$ cat src/shared/meci_pkg.sv
/*
  constants, register map and types of the meter error correction
  and volume difference alarm block.
  assumes one 20 MHz clock and an AXI4-Lite master.
*/
package meci_pkg;
  localparam int N_PTS = 10;
  localparam logic [15:0] FLOW_MAX = 16'h2710;
  // factors are scaled by 10000
  localparam logic [15:0] CF_ONE = 16'h2710;
  localparam logic [15:0] CF_MIN = 16'h2328;
  localparam logic [15:0] CF_MAX = 16'h2AF8;
  localparam logic [7:0] RATE_MIN = 8'h0A;
  localparam int CLK_HZ = 20_000_000;
  localparam int SEC_S = 1;
  localparam int SEC_CYC = CLK_HZ * SEC_S;
  localparam int INTV_MIN = 5;
  localparam int INTV_SECS = INTV_MIN * 60 / SEC_S;
  localparam logic [7:0] A_STAT = 8'h00;
  localparam logic [7:0] A_MASK = 8'h04;
  localparam logic [7:0] A_TRIG = 8'h08;
  localparam logic [7:0] A_CNT1 = 8'h0C;
  localparam logic [7:0] A_CNT2 = 8'h10;
  localparam logic [7:0] A_CF = 8'h14;
  localparam logic [1:0] A_FLOW = 2'h1;
  localparam logic [1:0] A_FACT = 2'h2;
  localparam int ST_VDIFF = 0;
  localparam int ST_RANGE = 1;
  localparam logic [1:0] RESP_OK = 2'h0;
  localparam logic [1:0] RESP_ERR = 2'h2;
  typedef enum logic [1:0] {S_IDLE = 2'h1, S_WAIT = 2'h2} meci_st_t;
endpackage

$ cat src/shared/meci_div_if.sv
/*
  request and answer of the unsigned divider.
  assumes one request at a time, started only while idle.
*/
`timescale 1ns/10ps
interface meci_div_if #(parameter int W = 32);
  logic start;
  logic [W-1:0] num;
  logic [15:0] den;
  logic done;
  logic [W-1:0] quot;
  modport req (output start, output num, output den,
    input done, input quot);
  modport srv (input start, input num, input den,
    output done, output quot);
endinterface

$ cat src/hdl/meci_top.sv
/*
  meter error correction and volume difference alarm, with an
  AXI4-Lite register slave.
  assumes impulse strobes and flow_rate synchronous to clk, flow in
  whole m3/h, and counters counting one unit per impulse.
*/
`timescale 1ns/10ps
module meci_top import meci_pkg::*; #(
  parameter int SEC_CYCLES = SEC_CYC,
  parameter int INTV = INTV_SECS
) (
  input wire logic clk,
  input wire logic rst,
  input wire logic s_axi_awvalid,
  output logic s_axi_awready,
  input wire logic [7:0] s_axi_awaddr,
  input wire logic s_axi_wvalid,
  output logic s_axi_wready,
  input wire logic [31:0] s_axi_wdata,
  input wire logic [3:0] s_axi_wstrb,
  output logic s_axi_bvalid,
  input wire logic s_axi_bready,
  output logic [1:0] s_axi_bresp,
  input wire logic s_axi_arvalid,
  output logic s_axi_arready,
  input wire logic [7:0] s_axi_araddr,
  output logic s_axi_rvalid,
  input wire logic s_axi_rready,
  output logic [31:0] s_axi_rdata,
  output logic [1:0] s_axi_rresp,
  input wire logic pulse_one,
  input wire logic pulse_two,
  input wire logic [15:0] flow_rate,
  output logic [15:0] correction_factor,
  output logic alarm_volume_difference,
  output logic status_log_evt,
  output logic interval_log_evt,
  output logic irq
);
  localparam logic [3:0] IX_N = 4'(N_PTS);
  typedef struct packed {
    logic aw_v;
    logic [7:0] aw_a;
    logic w_v;
    logic [31:0] w_d;
    logic [3:0] w_s;
    logic b_v;
    logic [1:0] b_r;
    logic r_v;
    logic [1:0] r_r;
    logic [31:0] r_d;
    logic [1:0] stat;
    logic [1:0] mask;
    logic [15:0] trig;
    logic [N_PTS-1:0][15:0] qp;
    logic [N_PTS-1:0][15:0] cp;
    logic [15:0] cf;
    logic [31:0] sec;
    logic [7:0] pc;
    logic rate_hi;
    meci_st_t st;
    logic start;
    logic [31:0] num;
    logic [15:0] den;
    logic [15:0] base;
    logic neg;
    logic slog;
    logic ilog;
  } meci_top_t;
  meci_top_t q, n;

  meci_div_if #(.W(32)) dv ();
  logic [31:0] cnt_one;
  logic [31:0] cnt_two;
  logic vd_evt;
  logic sec_tick;
  logic wr_one;
  logic wr_two;
  logic [31:0] wm;
  logic bad;
  logic [32:0] rw;
  logic [N_PTS-2:0] seg;
  logic [3:0] lst;
  logic [3:0] si;
  logic [15:0] cmax;
  logic apply;
  logic atmax;
  logic [15:0] dc;
  logic [15:0] dq;

  if (SEC_CYCLES < 2 || N_PTS < 2 || N_PTS > 16) begin : g_bad
    $error("meci_top: unsupported parameter value");
  end

  function automatic logic [32:0] rd_word(input logic [7:0] a);
    logic [3:0] ix;
    ix = a[5:2];
    rd_word = {1'b1, 32'h0};
    case ({a[7:2], 2'h0})
      A_STAT: rd_word[31:0] = {30'h0, q.stat};
      A_MASK: rd_word[31:0] = {30'h0, q.mask};
      A_TRIG: rd_word[31:0] = {16'h0, q.trig};
      A_CNT1: rd_word[31:0] = cnt_one;
      A_CNT2: rd_word[31:0] = cnt_two;
      A_CF: rd_word[31:0] = {16'h0, q.cf};
      default: begin
        if (a[7:6] == A_FLOW && ix < IX_N) begin
          rd_word[31:0] = {16'h0, q.qp[ix]};
        end else if (a[7:6] == A_FACT && ix < IX_N) begin
          rd_word[31:0] = {16'h0, q.cp[ix]};
        end else begin
          rd_word = 33'h0;
        end
      end
    endcase
  endfunction

  function automatic logic [31:0] merge(input logic [31:0] o,
      input logic [31:0] v, input logic [3:0] s);
    for (int i = 0; i < 4; i++) begin
      merge[8*i +: 8] = s[i] ? v[8*i +: 8] : o[8*i +: 8];
    end
  endfunction

  // a zero-flow slot is never the upper end of a segment
  for (genvar g = 0; g < N_PTS - 1; g++) begin : g_seg
    assign seg[g] = q.qp[g+1] != 16'h0 && flow_rate >= q.qp[g] &&
      flow_rate < q.qp[g+1];
  end

  always_comb begin
    lst = 4'h0;
    si = 4'h0;
    for (int i = 1; i < N_PTS; i++) begin
      if (q.qp[i] != 16'h0) lst = 4'(i);
    end
    for (int i = N_PTS - 2; i >= 0; i--) begin
      if (seg[i]) si = 4'(i);
    end
  end

  assign cmax = q.cp[lst];
  assign apply = q.rate_hi || flow_rate >= q.qp[0];
  assign atmax = lst != 4'h0 && flow_rate >= q.qp[lst];
  assign sec_tick = q.sec == 32'(SEC_CYCLES - 1);
  always_comb rw = rd_word(q.aw_a);
  assign wm = merge(rw[31:0], q.w_d, q.w_s);
  assign dc = q.cp[si+4'h1] >= q.cp[si] ?
    q.cp[si+4'h1] - q.cp[si] : q.cp[si] - q.cp[si+4'h1];
  assign dq = flow_rate - q.qp[si];

  always_comb begin
    n = q;
    n.start = 1'b0;
    n.slog = 1'b0;
    n.ilog = 1'b0;
    wr_one = 1'b0;
    wr_two = 1'b0;
    bad = 1'b0;
    if (s_axi_awvalid && !q.aw_v) begin
      n.aw_v = 1'b1;
      n.aw_a = s_axi_awaddr;
    end
    if (s_axi_wvalid && !q.w_v) begin
      n.w_v = 1'b1;
      n.w_d = s_axi_wdata;
      n.w_s = s_axi_wstrb;
    end
    if (q.b_v && s_axi_bready) n.b_v = 1'b0;
    if (q.aw_v && q.w_v && !q.b_v) begin
      n.aw_v = 1'b0;
      n.w_v = 1'b0;
      n.b_v = 1'b1;
      case ({q.aw_a[7:2], 2'h0})
        A_STAT: n.stat = q.stat & ~wm[1:0];
        A_MASK: n.mask = wm[1:0];
        A_TRIG: n.trig = wm[15:0];
        A_CNT1: wr_one = 1'b1;
        A_CNT2: wr_two = 1'b1;
        default: begin
          if (!rw[32] || q.aw_a[7:6] == 2'h0) begin
            bad = 1'b1;
          end else if (q.aw_a[7:6] == A_FLOW) begin
            if (wm[31:16] == 16'h0 && wm[15:0] <= FLOW_MAX)
              n.qp[q.aw_a[5:2]] = wm[15:0];
            else
              bad = 1'b1;
          end else begin
            if (wm[31:16] == 16'h0 && wm[15:0] >= CF_MIN &&
                wm[15:0] <= CF_MAX)
              n.cp[q.aw_a[5:2]] = wm[15:0];
            else
              bad = 1'b1;
          end
        end
      endcase
      n.b_r = bad ? RESP_ERR : RESP_OK;
    end
    if (q.r_v && s_axi_rready) n.r_v = 1'b0;
    if (s_axi_arvalid && !q.r_v) begin
      n.r_v = 1'b1;
      {n.r_r[1], n.r_d} = rd_word(s_axi_araddr);
      n.r_r = n.r_r[1] ? RESP_OK : RESP_ERR;
    end
    // impulse rate over the last whole second
    n.sec = sec_tick ? 32'h0 : q.sec + 32'h1;
    if (sec_tick) begin
      n.rate_hi = q.pc > RATE_MIN;
      n.pc = {7'h0, pulse_one};
    end else if (pulse_one && q.pc != 8'hFF) begin
      n.pc = q.pc + 8'h1;
    end
    case (q.st)
      S_IDLE: begin
        if (!apply) begin
          n.cf = CF_ONE;
        end else if (atmax) begin
          n.cf = cmax;
        end else if (|seg) begin
          n.start = 1'b1;
          n.st = S_WAIT;
          n.base = q.cp[si];
          n.neg = q.cp[si+4'h1] < q.cp[si];
          n.num = {16'h0, dc} * {16'h0, dq};
          n.den = q.qp[si+4'h1] - q.qp[si];
        end else begin
          // below the first checkpoint but pulsing fast
          n.cf = q.cp[0];
        end
      end
      S_WAIT: begin
        if (dv.done) begin
          n.st = S_IDLE;
          n.cf = q.neg ? q.base - dv.quot[15:0] :
            q.base + dv.quot[15:0];
        end
      end
      default: n.st = S_IDLE;
    endcase
    // hardware set wins over a clear in the same cycle
    if (bad) n.stat[ST_RANGE] = 1'b1;
    if (vd_evt) begin
      n.stat[ST_VDIFF] = 1'b1;
      n.slog = 1'b1;
      n.ilog = 1'b1;
    end
  end

  always_ff @(posedge clk) begin
    if (rst) begin
      q <= '0;
      q.cp <= {N_PTS{CF_ONE}};
      q.cf <= CF_ONE;
      q.st <= S_IDLE;
    end else begin
      q <= n;
    end
  end

  assign dv.start = q.start;
  assign dv.num = q.num;
  assign dv.den = q.den;

  meci_div #(.W(32)) u_div (
    .clk(clk),
    .rst(rst),
    .d(dv.srv)
  );

  meci_vdiff #(.INTV(INTV)) u_vdiff (
    .clk(clk),
    .rst(rst),
    .pulse_one(pulse_one),
    .pulse_two(pulse_two),
    .sec_tick(sec_tick),
    .trig(q.trig),
    .wr_one(wr_one),
    .wr_two(wr_two),
    .wr_val(wm),
    .cnt_one(cnt_one),
    .cnt_two(cnt_two),
    .alarm_evt(vd_evt)
  );

  assign s_axi_awready = !q.aw_v;
  assign s_axi_wready = !q.w_v;
  assign s_axi_bvalid = q.b_v;
  assign s_axi_bresp = q.b_r;
  assign s_axi_arready = !q.r_v;
  assign s_axi_rvalid = q.r_v;
  assign s_axi_rdata = q.r_d;
  assign s_axi_rresp = q.r_r;
  assign correction_factor = q.cf;
  assign alarm_volume_difference = q.stat[ST_VDIFF];
  assign status_log_evt = q.slog;
  assign interval_log_evt = q.ilog;
  assign irq = |(q.stat & q.mask);
endmodule

$ cat src/hdl/meci_div.sv
/*
  restoring divider, one quotient bit per clock.
  assumes den is nonzero and start comes only while idle.
*/
`timescale 1ns/10ps
module meci_div import meci_pkg::*; #(
  parameter int W = 32
) (
  input wire logic clk,
  input wire logic rst,
  meci_div_if.srv d
);
  localparam int DIV_LAT = W + 1;
  typedef struct packed {
    logic [W-1:0] q;
    logic [16:0] r;
    logic [15:0] den;
    logic [5:0] n;
    logic busy;
    logic done;
    logic [W-1:0] quot;
  } meci_dv_t;
  meci_dv_t q, n;
  logic [16:0] r2;

  if (W < 2 || W > 32) begin : g_bad
    $error("meci_div: W must be 2..32");
  end

  always_comb begin
    n = q;
    n.done = 1'b0;
    r2 = {q.r[15:0], q.q[W-1]};
    if (d.start) begin
      n.busy = 1'b1;
      n.q = d.num;
      n.r = 17'h0;
      n.den = d.den;
      n.n = 6'(W);
    end else if (q.busy) begin
      if (r2 >= {1'b0, q.den}) begin
        n.r = r2 - {1'b0, q.den};
        n.q = {q.q[W-2:0], 1'b1};
      end else begin
        n.r = r2;
        n.q = {q.q[W-2:0], 1'b0};
      end
      n.n = q.n - 6'h1;
      if (q.n == 6'h1) begin
        n.busy = 1'b0;
        n.done = 1'b1;
        n.quot = n.q;
      end
    end
  end

  always_ff @(posedge clk) begin
    if (rst) begin
      q <= '0;
    end else begin
      q <= n;
    end
  end

  assign d.done = q.done;
  assign d.quot = q.quot;
endmodule

$ cat src/hdl/meci_vdiff.sv
/*
  raw counters of both impulse inputs, hidden shadow of input two
  and the interval difference check.
  assumes pulses and sec_tick are one-cycle strobes of clk.
*/
`timescale 1ns/10ps
module meci_vdiff import meci_pkg::*; #(
  parameter int INTV = INTV_SECS
) (
  input wire logic clk,
  input wire logic rst,
  input wire logic pulse_one,
  input wire logic pulse_two,
  input wire logic sec_tick,
  input wire logic [15:0] trig,
  input wire logic wr_one,
  input wire logic wr_two,
  input wire logic [31:0] wr_val,
  output logic [31:0] cnt_one,
  output logic [31:0] cnt_two,
  output logic alarm_evt
);
  typedef struct packed {
    logic [31:0] c1;
    logic [31:0] c2;
    logic [31:0] sh;
    logic [15:0] isec;
    logic evt;
  } meci_vd_t;
  meci_vd_t q, n;
  logic iv_end;
  logic [31:0] diff;

  if (INTV < 1 || INTV > 65535) begin : g_bad
    $error("meci_vdiff: INTV must be 1..65535");
  end

  assign iv_end = sec_tick && q.isec == 16'(INTV - 1);
  // raw counts only, never converted volume
  assign diff = q.sh >= q.c1 ? q.sh - q.c1 : q.c1 - q.sh;

  always_comb begin
    n = q;
    n.evt = 1'b0;
    if (wr_one) n.c1 = wr_val;
    else if (pulse_one) n.c1 = q.c1 + 32'h1;
    if (wr_two) n.c2 = wr_val;
    else if (pulse_two) n.c2 = q.c2 + 32'h1;
    // a software write to counter two leaves the shadow behind
    if (pulse_two) n.sh = q.sh + 32'h1;
    if (iv_end) n.isec = 16'h0;
    else if (sec_tick) n.isec = q.isec + 16'h1;
    if (iv_end && trig != 16'h0 && diff > {16'h0, trig}) begin
      n.evt = 1'b1;
      n.sh = n.c2;
    end
  end

  always_ff @(posedge clk) begin
    if (rst) begin
      q <= '0;
    end else begin
      q <= n;
    end
  end

  assign cnt_one = q.c1;
  assign cnt_two = q.c2;
  assign alarm_evt = q.evt;
endmodule

$ cat config.mk
export PLATFORM = sky130hd
export DESIGN_NAME = meci_top
export DESIGN_NICKNAME = d
export VERILOG_FILES = /design/src/shared/meci_pkg.sv /design/src/shared/meci_div_if.sv /design/src/hdl/meci_top.sv /design/src/hdl/meci_div.sv /design/src/hdl/meci_vdiff.sv
export SDC_FILE = /design/constraint.sdc
export NUM_CORES = 2
export LEC_CHECK = 0
export BUFFER_PORTS_ARGS = -buffer_cell sky130_fd_sc_hd__buf_4
export CAP_MARGIN = 30
export CORE_AREA = 10 10 457 459
export DETAILED_ROUTE_END_ITERATION = 10
export DIE_AREA = 0 0 467 469
export GPL_TIMING_DRIVEN = 0
export PLACE_DENSITY_LB_ADDON = 0.05
export SLEW_MARGIN = 15
export SYNTH_ARGS = -nofsm -noshare
export SYNTH_HDL_FRONTEND = slang
export SYNTH_SLANG_ARGS = --single-unit
$ cat constraint.sdc
create_clock -name clk -period 17.4 [get_ports clk]
set_input_delay 1.74 -clock clk [delete_from_list [all_inputs] [get_ports clk]]
set_output_delay 1.74 -clock clk [all_outputs]
set_load 0.05 [all_outputs]
# Word-level counts from Yosys, hierarchy flattened
# Cells that the tools add are included.
[op_classes] n_bitwise=11 addsub=17 mux=117 n_eq_ne=25 mul=1 reduce_logical=92 order_cmp=36
[ops] op="16-bit binary-select mux with 4-bit select" n=10
[ops] op="160-bit 2-to-1 mux" n=4
[ops] op="320-bit 2-to-1 mux" n=2
[ops] op="32-bit case mux with 6 select lines" n=2
[ops] op="16-bit 2-to-1 mux" n=22
[ops] op="340-bit 2-to-1 mux" n=1
[ops] op="160-bit bitwise mux" n=2
[ops] op="32-bit 2-to-1 mux" n=7
[ops] op="68-bit 2-to-1 mux" n=3
[ops] op="16-bit >= comparator" n=11
[ops] op="16-bit < comparator" n=10
[ops] op="16-bit nonzero test" n=10
[ops] op="32-bit by 1-bit adder with 32-bit output (second input constant)" n=4
[ops] op="49-bit 2-to-1 mux" n=2
[ops] op="16-bit subtractor" n=5
[ops] op="4-bit 2-to-1 mux" n=17
[ops] op="16-bit demux with 4-bit select" n=1
[ops] op="32-bit subtractor" n=2
[ops] op="40-bit 2-to-1 mux" n=1
[ops] op="1-bit logical AND" n=38
[ops] op="35-bit 2-to-1 mux" n=1
[ops] op="34-bit 2-to-1 mux" n=1
[ops] op="32-bit by 25-bit equality test with 1-bit output (second input constant)" n=1
[ops] op="32-bit >= comparator" n=1
[ops] op="other kinds (53)" n=141
[word_totals] wordCells=359 inputBits=77 output_inout_bits=61 ff_bits=769

# Depth between registers and ports, before layout
[logic_depth] depth_word=22 mapped_depth=66 ltp_nobuf=57

# Cells and area by module
# Synthesis repeated with hierarchy kept, for this count alone.
[unflattened] cells_unflattened=8127 area_unflattened_um2=67438.4
[by_module_without_submodules] module="meci_top" area_per_inst_um2=51505.6 seq_area_each_um2=10930.5 instances=1 cells_per_inst=6067
[by_module_without_submodules] module="meci_vdiff" area_per_inst_um2=10621.4 seq_area_each_um2=2262.2 instances=1 cells_per_inst=1410
[by_module_without_submodules] module="meci_div" area_per_inst_um2=5311.3 seq_area_each_um2=2082.0 instances=1 cells_per_inst=650

# Worst setup path after synthesis
# Ideal clock, no wire load.
[synth_timing] path_kind="input to register" start="in flow_rate[11]" end="reg q (netlist bit dv.num[30])" arrival_ns=14.508 t_required_ns=17.260 cell_stages=59 setup_slack_ns=2.751 path_buffers=8 setup_time_ns=0.140 path_cell_list="ha_1 a41o_1 a211oi_1 o21ai_0 nor2_1 o221ai_1 a21boi_0 a21oi_1 or2_2 clkbuf_1 clkinv_1 clkbuf_1 clkbuf_1 buf_1 clkbuf_1 ha_1 xnor2_1 clkbuf_1 [... 23 more ...] fa_1 fa_1 inv_1 fa_1 fa_1 ha_1 a21o_1 a21o_1 a21oi_1 nor2_1 a21oi_1 o31a_1 a211o_1 o22ai_1 o31ai_1 o21ai_0 mux2i_1 o311ai_0"
[synth_via] elab_chain_cells=18 elab_cells_between_ends=64 classes_between="add/sub (4); mul (1); order compare (20); mux (16); bitwise (1); reduce/logical (22)"
[synth_rtl] element="start, declared" line_no="meci_top.sv:33" text="input wire logic [15:0] flow_rate,"
[synth_rtl] element="16-bit >= comparator" line_no="meci_top.sv:127" text="assign seg[g] = q.qp[g+1] != 16'h0 && flow_rate >= q.qp[g] &&"
[synth_rtl] element="1-bit logical AND (2 in a row)" line_no="meci_top.sv:127"
[synth_rtl] element="4-bit 2-to-1 mux (9 in a row)" line_no="meci_top.sv:138" text="if (seg[i]) si = 4'(i);"
[synth_rtl] element="4-bit by 1-bit adder with 4-bit output" line_no="meci_top.sv:148, meci_top.sv:149"
[synth_rtl] element="16-bit binary-select mux with 4-bit select" line_no="meci_top.sv:148, meci_top.sv:149"
[synth_rtl] element="16-bit 2-to-1 mux (implied by the code)" line_no="meci_top.sv:148, meci_top.sv:149"
[synth_rtl] element="16-bit subtractor or 16-bit >= comparator (tied branches)" line_no="meci_top.sv:149, meci_top.sv:148"
[synth_rtl] element="16-bit 2-to-1 mux" line_no="meci_top.sv:148" text="assign dc = q.cp[si+4'h1] >= q.cp[si] ?"
[synth_rtl] element="16-bit by 16-bit multiplier with 32-bit output" line_no="meci_top.sv:224" text="n.num = {16'h0, dc} * {16'h0, dq};"
[synth_rtl] element="end signal, assigned" line_no="meci_top.sv:256" text="q <= n;"
[synth_rtl] element="end, declared" line_no="meci_top.sv:70" text="meci_top_t q, n;"
# Parallel ways exist; a longest one is shown, timed or not. The select of a mux whose other input is x is not followed.
# A chain may end at the register's enable or synchronous reset.

# Worst setup path in the final report
[layout_timing] start="in flow_rate[0]" end="reg q (netlist bit dv.num[30])"
# Same word-level chain as after synthesis.

==> results.rst <==
.. list-table::
   :header-rows: 1

   * - Metric
     - Value
   * - Initial antenna violation count
     - 31
   * - Vias in the first global route
     - 65100
   * - Power density of the placed cells
     - 62.74 nW/um2
   * - Adder and majority cell fraction of the synthesized area
     - 0.1500
   * - Final Hold Violating Endpoints
     - 0
   * - Insertion delay of the later-clocked pin in the worst-skew pair
     - 0.80 ns
   * - Count of pins on the block boundary
     - ~140
   * - Initial core utilization
     - 0.3283
   * - Global-route wire length before repair
     - 550200 um
   * - Detailed Place HPWL
     - 331600 um
   * - Number of max-capacitance violations reported
     - 0
   * - Worst Setup SP
     - flow_rate[0]
   * - Worst stage delay on the critical path
     - 0.58 ns
   * - Top cell by count, worst path
     - fa_1
   * - Max Fanout on Critical Path
     - 28
   * - Launch instance of the worst min-delay path
     - dv.den[5]
   * - Compound-cell area share of the yosys netlist
     - 0.1894
   * - Final cycle utilization of the critical path
     - 0.9692
   * - Distinct cell type count of the synthesized netlist
     - 97
   * - Number of enable flip-flop cells after synthesis
     - 0
   * - Net count of the finished layout
     - 9334
   * - Largest voltage drop on the vdd net
     - roughly 0.067 mV
   * - Multiplexer share of the synthesized area
     - 0.1234
   * - Clock sink count
     - approximately 750
   * - Count of port buffers added during placement
     - between 100 and 150
   * - Clk root buf
     - clkbuf_16
   * - Reg clk slew, reported paths
     - 0.06 ns
   * - Total congestion overflow after global routing
     - 0
   * - Number of inserted filler cells in the final layout
     - 21190
   * - Post-synthesis cell count
     - 8251
   * - Count of final max-slew check failures
     - 0
   * - Pin slew with the least headroom to its limit
     - approximately 1.1 ns
   * - Slowest cell on the critical path
     - fa_1
   * - Final min period
     - 16.86 ns
   * - Share of flip-flops with an asynchronous set or reset after synthesis
     - 0
   * - Critical path class
     - in2reg
   * - Die width
     - 467 um
   * - DRC violation total after the first TritonRoute iteration
     - 8035
   * - Die H
     - ~470 um
   * - Fraction of final layout cells with drive strength greater than 1
     - 0.1017
   * - Data arrival time of the worst path
     - 17.47 ns
   * - Total chip power
     - about 4700 uW
   * - Overall via count from detail_route
     - 69070
   * - Result of the run
     - finished clean
   * - Maximum number of pins on one net before global-route repair
     - 20
   * - Clock skew
     - approximately 0.057 ns
   * - Leading cell type in the layout, fill and taps excluded
     - nand2_1
   * - Cell types with the largest area share after synthesis
     - dfxtp_1 (23%), ha_1 (8.8%), mux2i_1 (6.4%)
   * - Yosys top cell area share
     - 0.2286
   * - Main combinational cell family by area after synthesis
     - simple AND/OR/NAND/NOR gates
   * - Nature of the critical path startpoint
     - input port
   * - Number of rows in the core area
     - between 150 and 200
   * - Remaining routing DRC violations
     - 0
   * - Routed WL
     - 407600 um
   * - Gp weighted congestion
     - ~1.1
   * - Number of buffers inserted during clock tree synthesis
     - 95
   * - Total cell area at the placement stage
     - 70950 um2
   * - Achievable clock frequency
     - 59.30 MHz
   * - Core Region
     - approximately 200000 um2
   * - WL per Instance
     - 35.93 um
   * - Sequential share of the synthesized area
     - 0.2286
   * - Die Area
     - 219000 um2
   * - CP Capture Type
     - register
   * - Class of the worst hold path
     - reg2reg
   * - Static Leakage
     - 0.02896 uW
   * - Required time at the endpoint of the critical path
     - around 18 ns
   * - Summed area of non-filler cells in the final layout
     - 74620 um2
   * - Post-synthesis to final-layout area growth
     - 14.08%
   * - Area share of xor/xnor cells in the synthesized design
     - 0.03740
   * - Total setup violations reported at the end of the flow
     - 0
   * - Warnings, synthesis
     - 0
   * - DR pass1 iterations
     - 7
   * - Post-synthesis instance area
     - 65410 um2
   * - Vias per inst
     - 6.088
   * - Number of register bits inferred by synthesis
     - 747
   * - Post-synthesis cell type with the largest combined area
     - dfxtp_1
   * - Top_reg_cell synth
     - dfxtp_1
   * - Tot GR Track Use
     - 0.3580
   * - Area share of and/or/nand/nor cells after synthesis
     - 0.1959
   * - Synthesized area per cell
     - about 7.9 um2
   * - Highest-count cells in the layout ignoring fill and taps
     - nand2_1 (990), nor2_1 (910), dfxtp_1 (746)
   * - Remaining max-slew budget at the tightest pin
     - 0.2425
   * - H-tree levels
     - 3
   * - ANT nets after route
     - 0
   * - Buffer levels on the longest clock path
     - 3
   * - Clock tree from TritonCTS
     - built
critical path, delay by kind of cell:
family | cells | cell delay [ns]
AOI/OAI and AO/OA | 24 | 5.18
xor gates and xnor gates | 2 | 0.69
adders and majority gates | 10 | 4.29
buffers and inverters | 14 | 3.78
muxes | 1 | 0.24
and+or+nand+nor | 9 | 1.43
cell usage after synthesis, types with 28 or more instances:
cell and instances:
nand2_1 990, nor2_1 910, dfxtp_1 747, inv_1 603
a21oi_1 510, ha_1 461, clkbuf_1 425, mux2i_1 416
o21ai_0 326, a211oi_1 210, fa_1 202, nand3_1 196
xnor2_1 183, nor3_1 162, mux4_2 143, a21o_1 104
o22ai_1 103, o211ai_1 102, a22oi_1 100, xor2_1 91
a31oi_1 89, and3_1 86, nand4_1 81, buf_1 65
nor4_1 63, buf_4 62, mux2_2 60, a221oi_1 58
nor2b_1 57, buf_2 53, or3_1 50, nand2b_1 49
o21a_1 40, and2_1 36, a32oi_1 31, nor3b_1 29
a21boi_0 28
through the flow:
| stage | instances | utilization | hold WS [ns] | worst slack, ns | TNS (ns) |
|---|---|---|---|---|---|
| after global routing | 11330 | 0.3743 | 0.4746 | -0.01386 | -0.01386 |
| after floorplan | 8252 | - | 0.4263 | 2.751 | 0 |
| after CTS | 11310 | 0.3732 | 0.4544 | 0.01503 | 0 |
| final | 11350 | 0.3745 | 0.4521 | 0.5367 | 0 |
| after detailed placement | 11140 | 0.3561 | 0.4470 | -3.554 | -65.78 |
| after global placement | 11040 | 0.3498 | 0.4388 | -4.704 | -96.40 |
worst paths after layout:
| kind | endpoint | slack (ns) | cells after the start |
|---|---|---|---|
| setup / recovery | dv.num[30] | 0.54 | 60 |
| hold / removal | dv.den[5] | 0.45 | 2 |
| setup reg to reg | dv.num[30] | 0.80 | 57 |
| hold reg to reg | dv.den[5] | 0.45 | 2 |
kinds of logic after synthesis:
| kind of cell | after synthesis |
|---|---|
| and+or+nand+nor | 2818 |
| AOI/OAI and AO/OA | 1909 |
| buffers and inverters | 1217 |
| DFF | 747 |
| adders and majority gates | 663 |
| muxes | 620 |
| xor gates and xnor gates | 276 |
| other | 1 |
report_power, final:
part           switching [uW]  internal (uW)
registers                20.2           1720
logic                     583            272
clock network             888           1190
layout make-up:
cell class / count / area [um2] / share of cell area
clock buffer: 139 / 2753 / 0.03689
clock inverter: 33 / 469.2 / 0.006288
multi-input combinational: 6288 / 45840 / 0.6142
inverter: 605 / 2272 / 0.03045
antenna: 20 / 50.05 / 0.0006707
sequential: 747 / 14960 / 0.2004
buffer: 608 / 2690 / 0.03605
tap: 2656 / 3323 / 0.04453
timing repair buffer: 249 / 2272 / 0.03045
timing repair:
item	4_1_cts	5_1_grt
pin swaps	1	1
cloned	0	0
setup buffers	2	2
hold buffers	0	0
endpoints found under the setup margin	25	17
resized for setup	46	11
metal layers:
layer	wire length, um	global-route usage	vias up
li1	-	-	29850
met1	171700	0.4690	34520
met2	172000	0.5414	3699
met3	32250	0.06688	986
met4	31560	0.2239	14
met5	80	0	-
Power figures use the tool's default switching activity.
